[config.mk]
export PLATFORM = sky130hd
export DESIGN_NAME = serial_eeprom_command_port
export DESIGN_NICKNAME = d
export VERILOG_FILES = /design/src/common/eeprom_cmd_pkg.sv /design/src/rtl/serial_eeprom_command_port.sv
export SDC_FILE = /design/constraint.sdc
export NUM_CORES = 2
export LEC_CHECK = 0
export BUFFER_PORTS_ARGS = -buffer_cell sky130_fd_sc_hd__buf_2
export CAP_MARGIN = 30
export CORE_MARGIN = 2
export CORE_UTILIZATION = 38
export DETAILED_ROUTE_END_ITERATION = 10
export PLACE_DENSITY = 0.65
export SLEW_MARGIN = 25
export SYNTH_ARGS = -nofsm -noshare
export SYNTH_HDL_FRONTEND = slang
export SYNTH_SLANG_ARGS = --single-unit
[constraint.sdc]
create_clock -name clk -period 4 [get_ports clk]
set_input_delay 0.2 -clock clk [delete_from_list [all_inputs] [get_ports clk]]
set_output_delay 0.2 -clock clk [all_outputs]
set_load 0.01 [all_outputs]
[src/common/eeprom_cmd_pkg.sv]
// shared constants and types for the serial eeprom command port
// assumes one 25 MHz system clock; the serial pins are asynchronous to it
package eeprom_cmd_pkg;
	// system clock and self-timed programming figures
	localparam int CLK_PERIOD_NS = 40;
	localparam int PROG_TIME_MS  = 10;
	localparam int PROG_TIME_NS  = PROG_TIME_MS * 1000000;
	// longest time, so the division rounds down
	localparam int PROG_CYCLES_DEF = PROG_TIME_NS / CLK_PERIOD_NS;

	// array shape
	localparam int WORDS  = 64;
	localparam int UNIT_W = 16;
	localparam int ADDR_W = 7;
	localparam int IDX_W  = 6;

	// instruction lengths after the start bit, and data lengths
	localparam logic [4:0] CMD_LEN_X8   = 5'h09;
	localparam logic [4:0] CMD_LEN_X16  = 5'h08;
	localparam logic [4:0] DATA_LEN_X8  = 5'h08;
	localparam logic [4:0] DATA_LEN_X16 = 5'h10;
	localparam logic [6:0] ADDR_MAX_X8  = 7'h7F;
	localparam logic [6:0] ADDR_MAX_X16 = 7'h3F;
	localparam logic [15:0] ERASED_UNIT = 16'hFFFF;
	localparam logic        ORG_BYTE    = 1'h0;

	// opcodes and extended codes under opcode zero
	localparam logic [1:0] OPC_EXT   = 2'h0;
	localparam logic [1:0] OPC_WRITE = 2'h1;
	localparam logic [1:0] OPC_READ  = 2'h2;
	localparam logic [1:0] OPC_ERASE = 2'h3;
	localparam logic [1:0] EXT_PROG_DISABLE = 2'h0;
	localparam logic [1:0] EXT_FILL_ALL     = 2'h1;
	localparam logic [1:0] EXT_ERASE_ALL    = 2'h2;
	localparam logic [1:0] EXT_PROG_ENABLE  = 2'h3;

	// control states, gray along idle-shift-data-armed-prog
	typedef enum logic [2:0] {
		ST_IDLE   = 3'h0,
		ST_SHIFT  = 3'h1,
		ST_DATA   = 3'h3,
		ST_ARMED  = 3'h2,
		ST_PROG   = 3'h6,
		ST_READ   = 3'h5,
		ST_IGNORE = 3'h4
	} state_e;

	// pending programming operation
	typedef enum logic [1:0] {
		OP_WRITE = 2'h0,
		OP_ERASE = 2'h1,
		OP_ERASE_ALL = 2'h2,
		OP_FILL_ALL  = 2'h3
	} prog_op_e;
endpackage

[src/rtl/serial_eeprom_command_port.sv]
// serial command port of a 1 kbit eeprom with 64 x 16 storage
// assumes pins come straight from the host, asynchronous to clk
//
// Notes on behaviour
// - sequential read wraps top address to zero
// - programming is self-timed, clock irrelevant
// - write stores one whole byte or word
// - busy or ready shown while select high
// - org high gives words, low gives bytes
// - reset clears control, programming disabled
// - first one on data opens instruction
// - two opcode bits, zero extends via address
// - six or seven address bits, msb first
// - fully static serial clock, any slow rate
// - read sends dummy zero then data msb-first
// - read output changes only on serial clock rise
// - held select streams next unit, no dummy
// - enable gates erase and write commands
// - reads work whether enabled or not
// - opcodes read, write and erase decoded
// - extended codes enable, disable, erase-all, fill
// - erase sets ones, starts on select fall
// - busy drives zero, ready drives one
// - select low releases the output
// - write starts on select fall after data
// - ready one holds until start or deselect
// - fill-all programs without erasing first
module serial_eeprom_command_port #(
	parameter int PROG_CYCLES = eeprom_cmd_pkg::PROG_CYCLES_DEF // programming length
) (
	input  wire logic clk,        // 25 MHz system clock
	input  wire logic reset,      // synchronous power-on reset, high
	input  wire logic selIn,      // select pin from host
	input  wire logic sclkIn,     // serial clock pin from host
	input  wire logic dataIn,     // serial data pin from host
	input  wire logic orgIn,      // organisation strap, high for words
	output logic      dataOut,    // serial data output value
	output logic      dataOutEnN  // low while the output is driven
);
	import eeprom_cmd_pkg::*;

	localparam int PROG_W = $clog2(PROG_CYCLES + 1);
	localparam logic [PROG_W-1:0] PROG_LAST = PROG_W'(PROG_CYCLES - 1);

	// pin synchroniser stages: {org, data, sclk, select}
	logic [3:0]        pinS0_q;      // first stage, read by stage two only
	logic [3:0]        pinS1_q;      // second stage
	logic [3:0]        pinS2_q;      // third stage
	logic [3:0]        pinF_q;       // filtered level
	logic              sclkPrev_q;   // filtered clock one cycle back
	state_e            state_q;      // control state
	prog_op_e          op_q;         // pending programming operation
	logic              enable_q;     // programming permitted
	logic              showStat_q;   // ready/busy shown on output
	logic              orgLat_q;     // organisation caught at start bit
	logic [4:0]        bitCnt_q;     // bits taken or still to send
	logic [8:0]        cmdSr_q;      // opcode and address shifter
	logic [15:0]       dataSr_q;     // write data shifter
	logic [6:0]        addrLat_q;    // address for programming
	logic [6:0]        addrPtr_q;    // read pointer
	logic [15:0]       outSr_q;      // read data shifter
	logic              readOut_q;    // read bit for the output
	logic [PROG_W-1:0] progCnt_q;    // programming timer
	logic              dataOut_q;    // registered output value
	logic              driveN_q;     // registered output enable
	logic [15:0]       mem [WORDS];  // storage, never reset

	// filtered pins and edge
	wire selF  = pinF_q[0];
	wire sclkF = pinF_q[1];
	wire dinF  = pinF_q[2];
	wire orgF  = pinF_q[3];
	wire rise  = sclkF & ~sclkPrev_q;

	// decode of the instruction on its last bit
	wire        byteMode = (orgLat_q == ORG_BYTE);
	wire [8:0]  cmdNext  = {cmdSr_q[7:0], dinF};
	wire [15:0] dataNext = {dataSr_q[14:0], dinF};
	wire [1:0]  opcode   = byteMode ? cmdNext[8:7] : cmdNext[7:6];
	wire [1:0]  extCode  = byteMode ? cmdNext[6:5] : cmdNext[5:4];
	wire [6:0]  addrIn   = byteMode ? cmdNext[6:0] : {1'h0, cmdNext[5:0]};
	wire [4:0]  cmdLen   = byteMode ? CMD_LEN_X8 : CMD_LEN_X16;
	wire [4:0]  unitLen  = byteMode ? DATA_LEN_X8 : DATA_LEN_X16;
	wire [6:0]  addrMax  = byteMode ? ADDR_MAX_X8 : ADDR_MAX_X16;
	wire        lastCmd  = (bitCnt_q == cmdLen - 5'h01);
	wire        lastData = (bitCnt_q == unitLen - 5'h01);
	wire [6:0]  addrNext = (addrPtr_q == addrMax) ? 7'h00 : addrPtr_q + 7'h01;
	wire        progDone = (state_q == ST_PROG) && (progCnt_q == PROG_LAST);
	wire [15:0] unitData = byteMode ? {dataSr_q[7:0], dataSr_q[7:0]} : dataSr_q;

	// word index of a byte or word address
	function automatic [5:0] wordIdx(input logic [6:0] a, input logic bm);
		wordIdx = bm ? a[6:1] : a[5:0];
	endfunction

	// read one unit, left aligned so bit 15 leaves first
	function automatic [15:0] readUnit(input logic [6:0] a, input logic bm,
		input logic [15:0] w);
		if (!bm)
			readUnit = w;
		else
			readUnit = a[0] ? {w[15:8], 8'h00} : {w[7:0], 8'h00};
	endfunction

	// replace one byte lane, or the whole word in word mode
	function automatic [15:0] laneMerge(input logic [15:0] old,
		input logic [15:0] val, input logic bm, input logic lane);
		if (!bm)
			laneMerge = val;
		else
			laneMerge = lane ? {val[7:0], old[7:0]} : {old[15:8], val[7:0]};
	endfunction

	wire [15:0] rdFirst = readUnit(addrIn, byteMode, mem[wordIdx(addrIn, byteMode)]);
	wire [15:0] rdNext  = readUnit(addrNext, byteMode, mem[wordIdx(addrNext, byteMode)]);
	wire [5:0]  progIdx = wordIdx(addrLat_q, byteMode);

	// three-stage pin capture; a level counts once stages two and three agree
	always_ff @(posedge clk)
	begin
		if (reset)
		begin
			pinS0_q    <= 4'h0;
			pinS1_q    <= 4'h0;
			pinS2_q    <= 4'h0;
			pinF_q     <= 4'h0;
			sclkPrev_q <= 1'h0;
		end
		else
		begin
			pinS0_q    <= {orgIn, dataIn, sclkIn, selIn};
			pinS1_q    <= pinS0_q;
			pinS2_q    <= pinS1_q;
			pinF_q     <= (pinS1_q & pinS2_q) | (pinF_q & (pinS1_q ^ pinS2_q));
			sclkPrev_q <= sclkF;
		end
	end

	// instruction sequencer; edge driven, so any slow serial rate works
	always_ff @(posedge clk)
	begin
		if (reset)
		begin
			state_q    <= ST_IDLE;  // ready for a new instruction
			enable_q   <= 1'h0;     // write-inhibited after power-up
			op_q       <= OP_WRITE;
			showStat_q <= 1'h0;
			orgLat_q   <= 1'h1;
			bitCnt_q   <= 5'h00;
			cmdSr_q    <= 9'h000;
			dataSr_q   <= 16'h0000;
			addrLat_q  <= 7'h00;
			addrPtr_q  <= 7'h00;
			outSr_q    <= 16'h0000;
			readOut_q  <= 1'h0;
			progCnt_q  <= '0;
		end
		else
		begin
			unique case (state_q)
				ST_IDLE:
				begin
					// first one sampled with select high opens a command
					if (selF && rise && dinF)
					begin
						state_q    <= ST_SHIFT;
						orgLat_q   <= orgF; // strap read per command
						showStat_q <= 1'h0; // ready indication ends
						bitCnt_q   <= 5'h00;
						cmdSr_q    <= 9'h000;
					end
				end
				ST_SHIFT:
				begin
					if (!selF)
						state_q <= ST_IDLE; // partial command dropped
					else if (rise)
					begin
						cmdSr_q  <= cmdNext; // msb first
						bitCnt_q <= bitCnt_q + 5'h01;
						if (lastCmd)
						begin
							addrLat_q <= addrIn;
							bitCnt_q  <= 5'h00;
							unique case (opcode)
								OPC_READ:
								begin
									// no enable check on reads
									state_q   <= ST_READ;
									addrPtr_q <= addrIn;
									outSr_q   <= rdFirst;
									readOut_q <= 1'h0; // dummy zero
									bitCnt_q  <= unitLen;
								end
								OPC_WRITE:
								begin
									op_q    <= OP_WRITE;
									state_q <= ST_DATA;
								end
								OPC_ERASE:
								begin
									op_q    <= OP_ERASE;
									state_q <= enable_q ? ST_ARMED : ST_IGNORE;
								end
								OPC_EXT:
								begin
									// low address bits are don't care
									unique case (extCode)
										EXT_PROG_ENABLE:
										begin
											enable_q <= 1'h1;
											state_q  <= ST_IGNORE;
										end
										EXT_PROG_DISABLE:
										begin
											enable_q <= 1'h0;
											state_q  <= ST_IGNORE;
										end
										EXT_ERASE_ALL:
										begin
											op_q    <= OP_ERASE_ALL;
											state_q <= enable_q ? ST_ARMED : ST_IGNORE;
										end
										EXT_FILL_ALL:
										begin
											op_q    <= OP_FILL_ALL;
											state_q <= ST_DATA;
										end
									endcase
								end
							endcase
						end
					end
				end
				ST_DATA:
				begin
					if (!selF)
						state_q <= ST_IDLE; // short data: nothing runs
					else if (rise)
					begin
						dataSr_q <= dataNext;
						bitCnt_q <= bitCnt_q + 5'h01;
						if (lastData)
							state_q <= enable_q ? ST_ARMED : ST_IGNORE;
					end
				end
				ST_ARMED:
				begin
					// select fall starts the timed cycle
					if (!selF)
					begin
						state_q    <= ST_PROG;
						progCnt_q  <= '0;
						showStat_q <= 1'h1;
					end
					else if (rise)
						state_q <= ST_IGNORE; // extra clock cancels the command
				end
				ST_PROG:
				begin
					// counts on clk only; serial pins are ignored
					if (progDone)
						state_q <= ST_IDLE;
					else
						progCnt_q <= progCnt_q + 1'b1;
				end
				ST_READ:
				begin
					if (!selF)
						state_q <= ST_IDLE;
					else if (rise) // shifts only on serial rises
					begin
						if (bitCnt_q == 5'h00)
						begin
							// next unit straight away, pointer wraps
							addrPtr_q <= addrNext;
							readOut_q <= rdNext[15];
							outSr_q   <= {rdNext[14:0], 1'h0};
							bitCnt_q  <= unitLen - 5'h01;
						end
						else
						begin
							readOut_q <= outSr_q[15];
							outSr_q   <= {outSr_q[14:0], 1'h0};
							bitCnt_q  <= bitCnt_q - 5'h01;
						end
					end
				end
				ST_IGNORE:
				begin
					// wait out the rest of a finished or refused command
					if (!selF)
						state_q <= ST_IDLE;
				end
			endcase
		end
	end

	// storage update when the timed cycle ends
	always_ff @(posedge clk)
	begin
		if (progDone)
		begin
			unique case (op_q)
				OP_WRITE: // implicit erase, whole unit at once
					mem[progIdx] <= laneMerge(mem[progIdx], dataSr_q, byteMode,
						addrLat_q[0]);
				OP_ERASE: // all ones
					mem[progIdx] <= laneMerge(mem[progIdx], ERASED_UNIT, byteMode,
						addrLat_q[0]);
				OP_ERASE_ALL:
					for (int i = 0; i < WORDS; i++)
						mem[i] <= ERASED_UNIT;
				OP_FILL_ALL: // only clears bits, so erase-all must come first
					for (int i = 0; i < WORDS; i++)
						mem[i] <= mem[i] & unitData;
			endcase
		end
	end

	// output pin: busy zero, ready one, or read data; released when deselected
	always_ff @(posedge clk)
	begin
		if (reset)
		begin
			dataOut_q <= 1'h0;
			driveN_q  <= 1'h1;
		end
		else
		begin
			driveN_q <= ~(selF && (state_q == ST_PROG || state_q == ST_READ
				|| showStat_q));
			if (state_q == ST_PROG)
				dataOut_q <= 1'h0; // busy
			else if (state_q == ST_READ)
				dataOut_q <= readOut_q;
			else
				dataOut_q <= 1'h1; // ready
		end
	end

	assign dataOut    = dataOut_q;
	assign dataOutEnN = driveN_q;
endmodule

==> run metrics <==
Top Ports 8; die outline height approximately 420 um; worst min-delay path category reg -> reg; buffers from clock root to sink, at most 3; share of total power in sequential cells approximately 49%; launching instance or port of the critical path addrPtr_q[1]; max frequency about 250 MHz; total congestion overflow 0; number of placement rows about 150; I/O Buffers 7; fillers ~16,000; dominant cell type by area after synthesis sky130_fd_sc_hd__edfxtp_1; fraction of registers with async set/reset 0%; vias in the first global route about 53,000; main area contributors after synthesis sky130_fd_sc_hd__edfxtp_1 (47%), sky130_fd_sc_hd__mux4_2 (9.6%), sky130_fd_sc_hd__nand2_1 (7.9%); share of the synthesized area in the top cell type between 40% and 50%; hold path depth 1; P_leak 30.2 nW; chip width 419 um; net load switching power just over 6 mW; initial antenna violation count 6; portion of the clock cycle consumed by the worst path in the final layout approximately 98%; post-DP HPWL between 150,000 and 200,000 um; Overall Global Routing Usage approximately 28%; number of standard cells after synthesis between 6,000 and 7,000; die area 176,000 um^2; Worst-path clk slew about 0.060 ns; proportion of layout cells with a drive suffix above 1 between 10% and 20%; flip-flop and latch area about 33,000 um^2; R2R Setup Slk between 0.07 and 0.08 ns; clock latency reported for the late side of the worst-skew pair around 0.8 ns; worst voltage drop across the vdd grid a little under 400 uV; count of endpoints failing hold in the final timing report 0; switching part of the total roughly a quarter; Antenna Nets Post-Route 0; detailed-route wire length 255,000 um; clock root buffer sky130_fd_sc_hd__clkbuf_16; max_slew headroom between 20% and 30%; Final WS setup approximately 0.073 ns; largest fanout on the critical path 39; pre-CTS setup slack -0.0651 ns; startpoint of the worst hold path pinS0_q[3]; wire length per cell after detailed routing between 20 and 30 um; number of synthesized register bits 1,129; power per cell area ~350 nW/um^2; Ys Warns 0; number of nets in the final layout 6,355; DRC violation total after the first TritonRoute iteration just under 9,000; effective utilization at floorplan 38.2%; total count of max-transition violations in the final report 0; most instantiated flip-flop cell in the synthesis netlist sky130_fd_sc_hd__edfxtp_1; multi-input gate area in the final layout between 30,000 and 40,000 um^2; via-per-instance ratio about 6.5; number of remaining DRC errors 0; clock network fraction of design power a little under half; worst setup path class reg -> reg; leading cell type in the layout, fill and taps excluded sky130_fd_sc_hd__nand2_1; number of setup violations in the final report 0; number of nets in the synthesized netlist around 6,400; post-synthesis instance area 65,500 um^2; metal1 wirelength approximately 95,000 um; actual transition at the worst max-transition pin 1.05 ns; pin count of the biggest net entering global routing about 110; worst reg2reg endpoint outSr_q[13]; TritonCTS Buffers about 120; hold worst-path end pinS1_q[3]; WL met3 32,800 um; Seq/Total Area, Yosys around half; result of the run finished, final reports clean; overall via count from detail_route 56,700; r2r startpoint addrPtr_q[1]; top routing layer in use met5; Clock H-tree levels 3; kind of capture point of the worst setup path flop; WP data arrival about 4.6 ns; clock sink count roughly 1,100; placeable core region roughly 170,000 um^2; wire length of the first global-routing pass 368,000 um; internal power contribution ~20 mW; TritonCTS clock tree built; detailed-routing iteration count for the pre-antenna-repair pass 8; path depth of the worst reg2reg path 12; number of max-cap violations 0; final critical path time including I/O delays and setup roughly 4 ns; mean area per synthesized cell slightly above 10 um^2; total negative slack for setup checks 0 ns; number of distinct library cells after synthesis just under 90; power share of the combinational group between 5 and 6%; most frequent cells in the layout sky130_fd_sc_hd__nand2_1 (1,374), sky130_fd_sc_hd__edfxtp_1 (1,024), sky130_fd_sc_hd__a21oi_1 (652); number of synthesized flops with an enable pin a little over 1,000; routability congestion estimate from global placement approximately 0.96; detailed-routed wire length on met2 110,000 um; area growth from synthesis to layout 14.2%; crit path launch type flop; required arrival time at the worst endpoint 4.67 ns; skew final ~0.046 ns; setup repair after global routing missed its margin true
[routing by layer]
layer  track usage (%)  up-vias
li1                  -    23900
met1              37.9    28000
met2              42.3     4041
met3              6.98      750
met4              15.0        8
met5                 0        -
[area by class of cell]
cell class	instances	area share [%]
Clock inverter	89	1.34
Clock buffer	142	4.15
Sequential cell	1129	43.9
Tap cell	2310	3.87
Inverter	15	0.0753
Timing Repair Buffer	535	6.40
Antenna cell	2	0.00669
Multi-Input combinational cell	4531	40.2
[per-stage QoR]
step / instance area (um^2) / util, % / hold WS [ns] / power, mW / cells
floorplan: 65500 / - / 0.328 / 13.8 / 6336
global placement: 70400 / 41.1 / 0.418 / 14.4 / 8502
detailed placement: 70500 / 41.1 / 0.425 / 14.4 / 8506
CTS: 74700 / 43.6 / 0.451 / 26.1 / 8746
global route: 74800 / 43.6 / 0.455 / 26.7 / 8751
finish: 74800 / 43.6 / 0.440 / 26.1 / 8753
[power groups by stage]
stage	clock network, mW	logic, mW	registers, mW
2_1_floorplan	0	0.910	12.9
3_3_place_gp	0	1.46	12.9
3_5_place_dp	0	1.47	12.9
4_1_cts	11.9	1.48	12.7
5_1_grt	12.4	1.60	12.7
6_report	11.9	1.54	12.7
[sequential cells by signal, indices dropped and copies added (netlist names), 2 cells and up]
name       count
state_q        3
mem         1024
bitCnt_q       5
addrLat_q      7
cmdSr_q        8
op_q           2
outSr_q       16
pinS1_q        4
pinS2_q        4
addrPtr_q      7
pinF_q         4
progCnt_q     18
dataSr_q      16
pinS0_q        4
[worst max path at each step]
stage	endpoint	slack, ns	cells past startpoint
after floorplan	addrPtr_q[2]	0.28	17
final	outSr_q[13]	0.07	12
after CTS	outSr_q[6]	0.11	15
after detailed placement	outSr_q[15]	-0.07	14
after global placement	outSr_q[6]	-0.08	15
after global routing	outSr_q[6]	-0.02	15
[critical path: stages, from the launching register on]
cell                        delay (ns)
sky130_fd_sc_hd__dfxtp_1          0.33
sky130_fd_sc_hd__ha_1             0.35
sky130_fd_sc_hd__nor3b_1          0.17
sky130_fd_sc_hd__or4_4            0.55
sky130_fd_sc_hd__nand2_8          0.18
sky130_fd_sc_hd__buf_12           0.25
sky130_fd_sc_hd__mux4_2           0.53
sky130_fd_sc_hd__a21oi_1          0.24
sky130_fd_sc_hd__a2111oi_0        0.10
sky130_fd_sc_hd__nor2_1           0.49
sky130_fd_sc_hd__o21ai_1          0.31
sky130_fd_sc_hd__nor2_1           0.17
sky130_fd_sc_hd__o32ai_1          0.10
[Yosys cell counts (13+ instances only)]
| library cell | n |
|---|---|
| sky130_fd_sc_hd__o21ai_1 | 14 |
| sky130_fd_sc_hd__dfxtp_1 | 105 |
| sky130_fd_sc_hd__a31oi_1 | 82 |
| sky130_fd_sc_hd__a21o_1 | 541 |
| sky130_fd_sc_hd__a211oi_1 | 145 |
| sky130_fd_sc_hd__clkbuf_1 | 358 |
| sky130_fd_sc_hd__nor3_1 | 50 |
| sky130_fd_sc_hd__nor4_1 | 13 |
| sky130_fd_sc_hd__inv_1 | 13 |
| sky130_fd_sc_hd__buf_6 | 15 |
| sky130_fd_sc_hd__o22ai_1 | 24 |
| sky130_fd_sc_hd__nand4_1 | 28 |
| sky130_fd_sc_hd__a22oi_1 | 59 |
| sky130_fd_sc_hd__xor2_1 | 14 |
| sky130_fd_sc_hd__mux2_2 | 13 |
| sky130_fd_sc_hd__ha_1 | 16 |
| sky130_fd_sc_hd__or3_1 | 14 |
| sky130_fd_sc_hd__a31o_2 | 14 |
| sky130_fd_sc_hd__buf_1 | 53 |
| sky130_fd_sc_hd__buf_4 | 25 |
| sky130_fd_sc_hd__a221oi_1 | 23 |
| sky130_fd_sc_hd__and3_1 | 203 |
| sky130_fd_sc_hd__buf_2 | 208 |
| sky130_fd_sc_hd__a311oi_1 | 70 |
| sky130_fd_sc_hd__nand2b_1 | 14 |
| sky130_fd_sc_hd__o21ai_0 | 247 |
| sky130_fd_sc_hd__and2_1 | 22 |
| sky130_fd_sc_hd__nand3_1 | 207 |
| sky130_fd_sc_hd__mux4_2 | 278 |
| sky130_fd_sc_hd__edfxtp_1 | 1024 |
| sky130_fd_sc_hd__mux2i_1 | 63 |
| sky130_fd_sc_hd__a21oi_1 | 667 |
| sky130_fd_sc_hd__nor2_1 | 135 |
| sky130_fd_sc_hd__nand2_1 | 1379 |
| sky130_fd_sc_hd__nor2b_1 | 29 |
[repair_timing]
item,CTS,global route
pin swaps,0,1
resized for setup,3,8
hold buffers,9,0
buffers inserted,0,2
endpoints found under the hold margin,25,0
endpoints found under the setup margin,3,6
[cell families after synthesis]
logic type | Yosys count | share of synthesized area [%]
simple gates | 2133 | 14.2
xor+xnor | 21 | 0.281
fa+ha+maj | 16 | 0.306
flops | 1129 | 50.2
buf+inv | 676 | 4.61
mux | 354 | 10.7
compound gates | 2007 | 19.7
No activity file was read; power rests on OpenSTA's default activity.
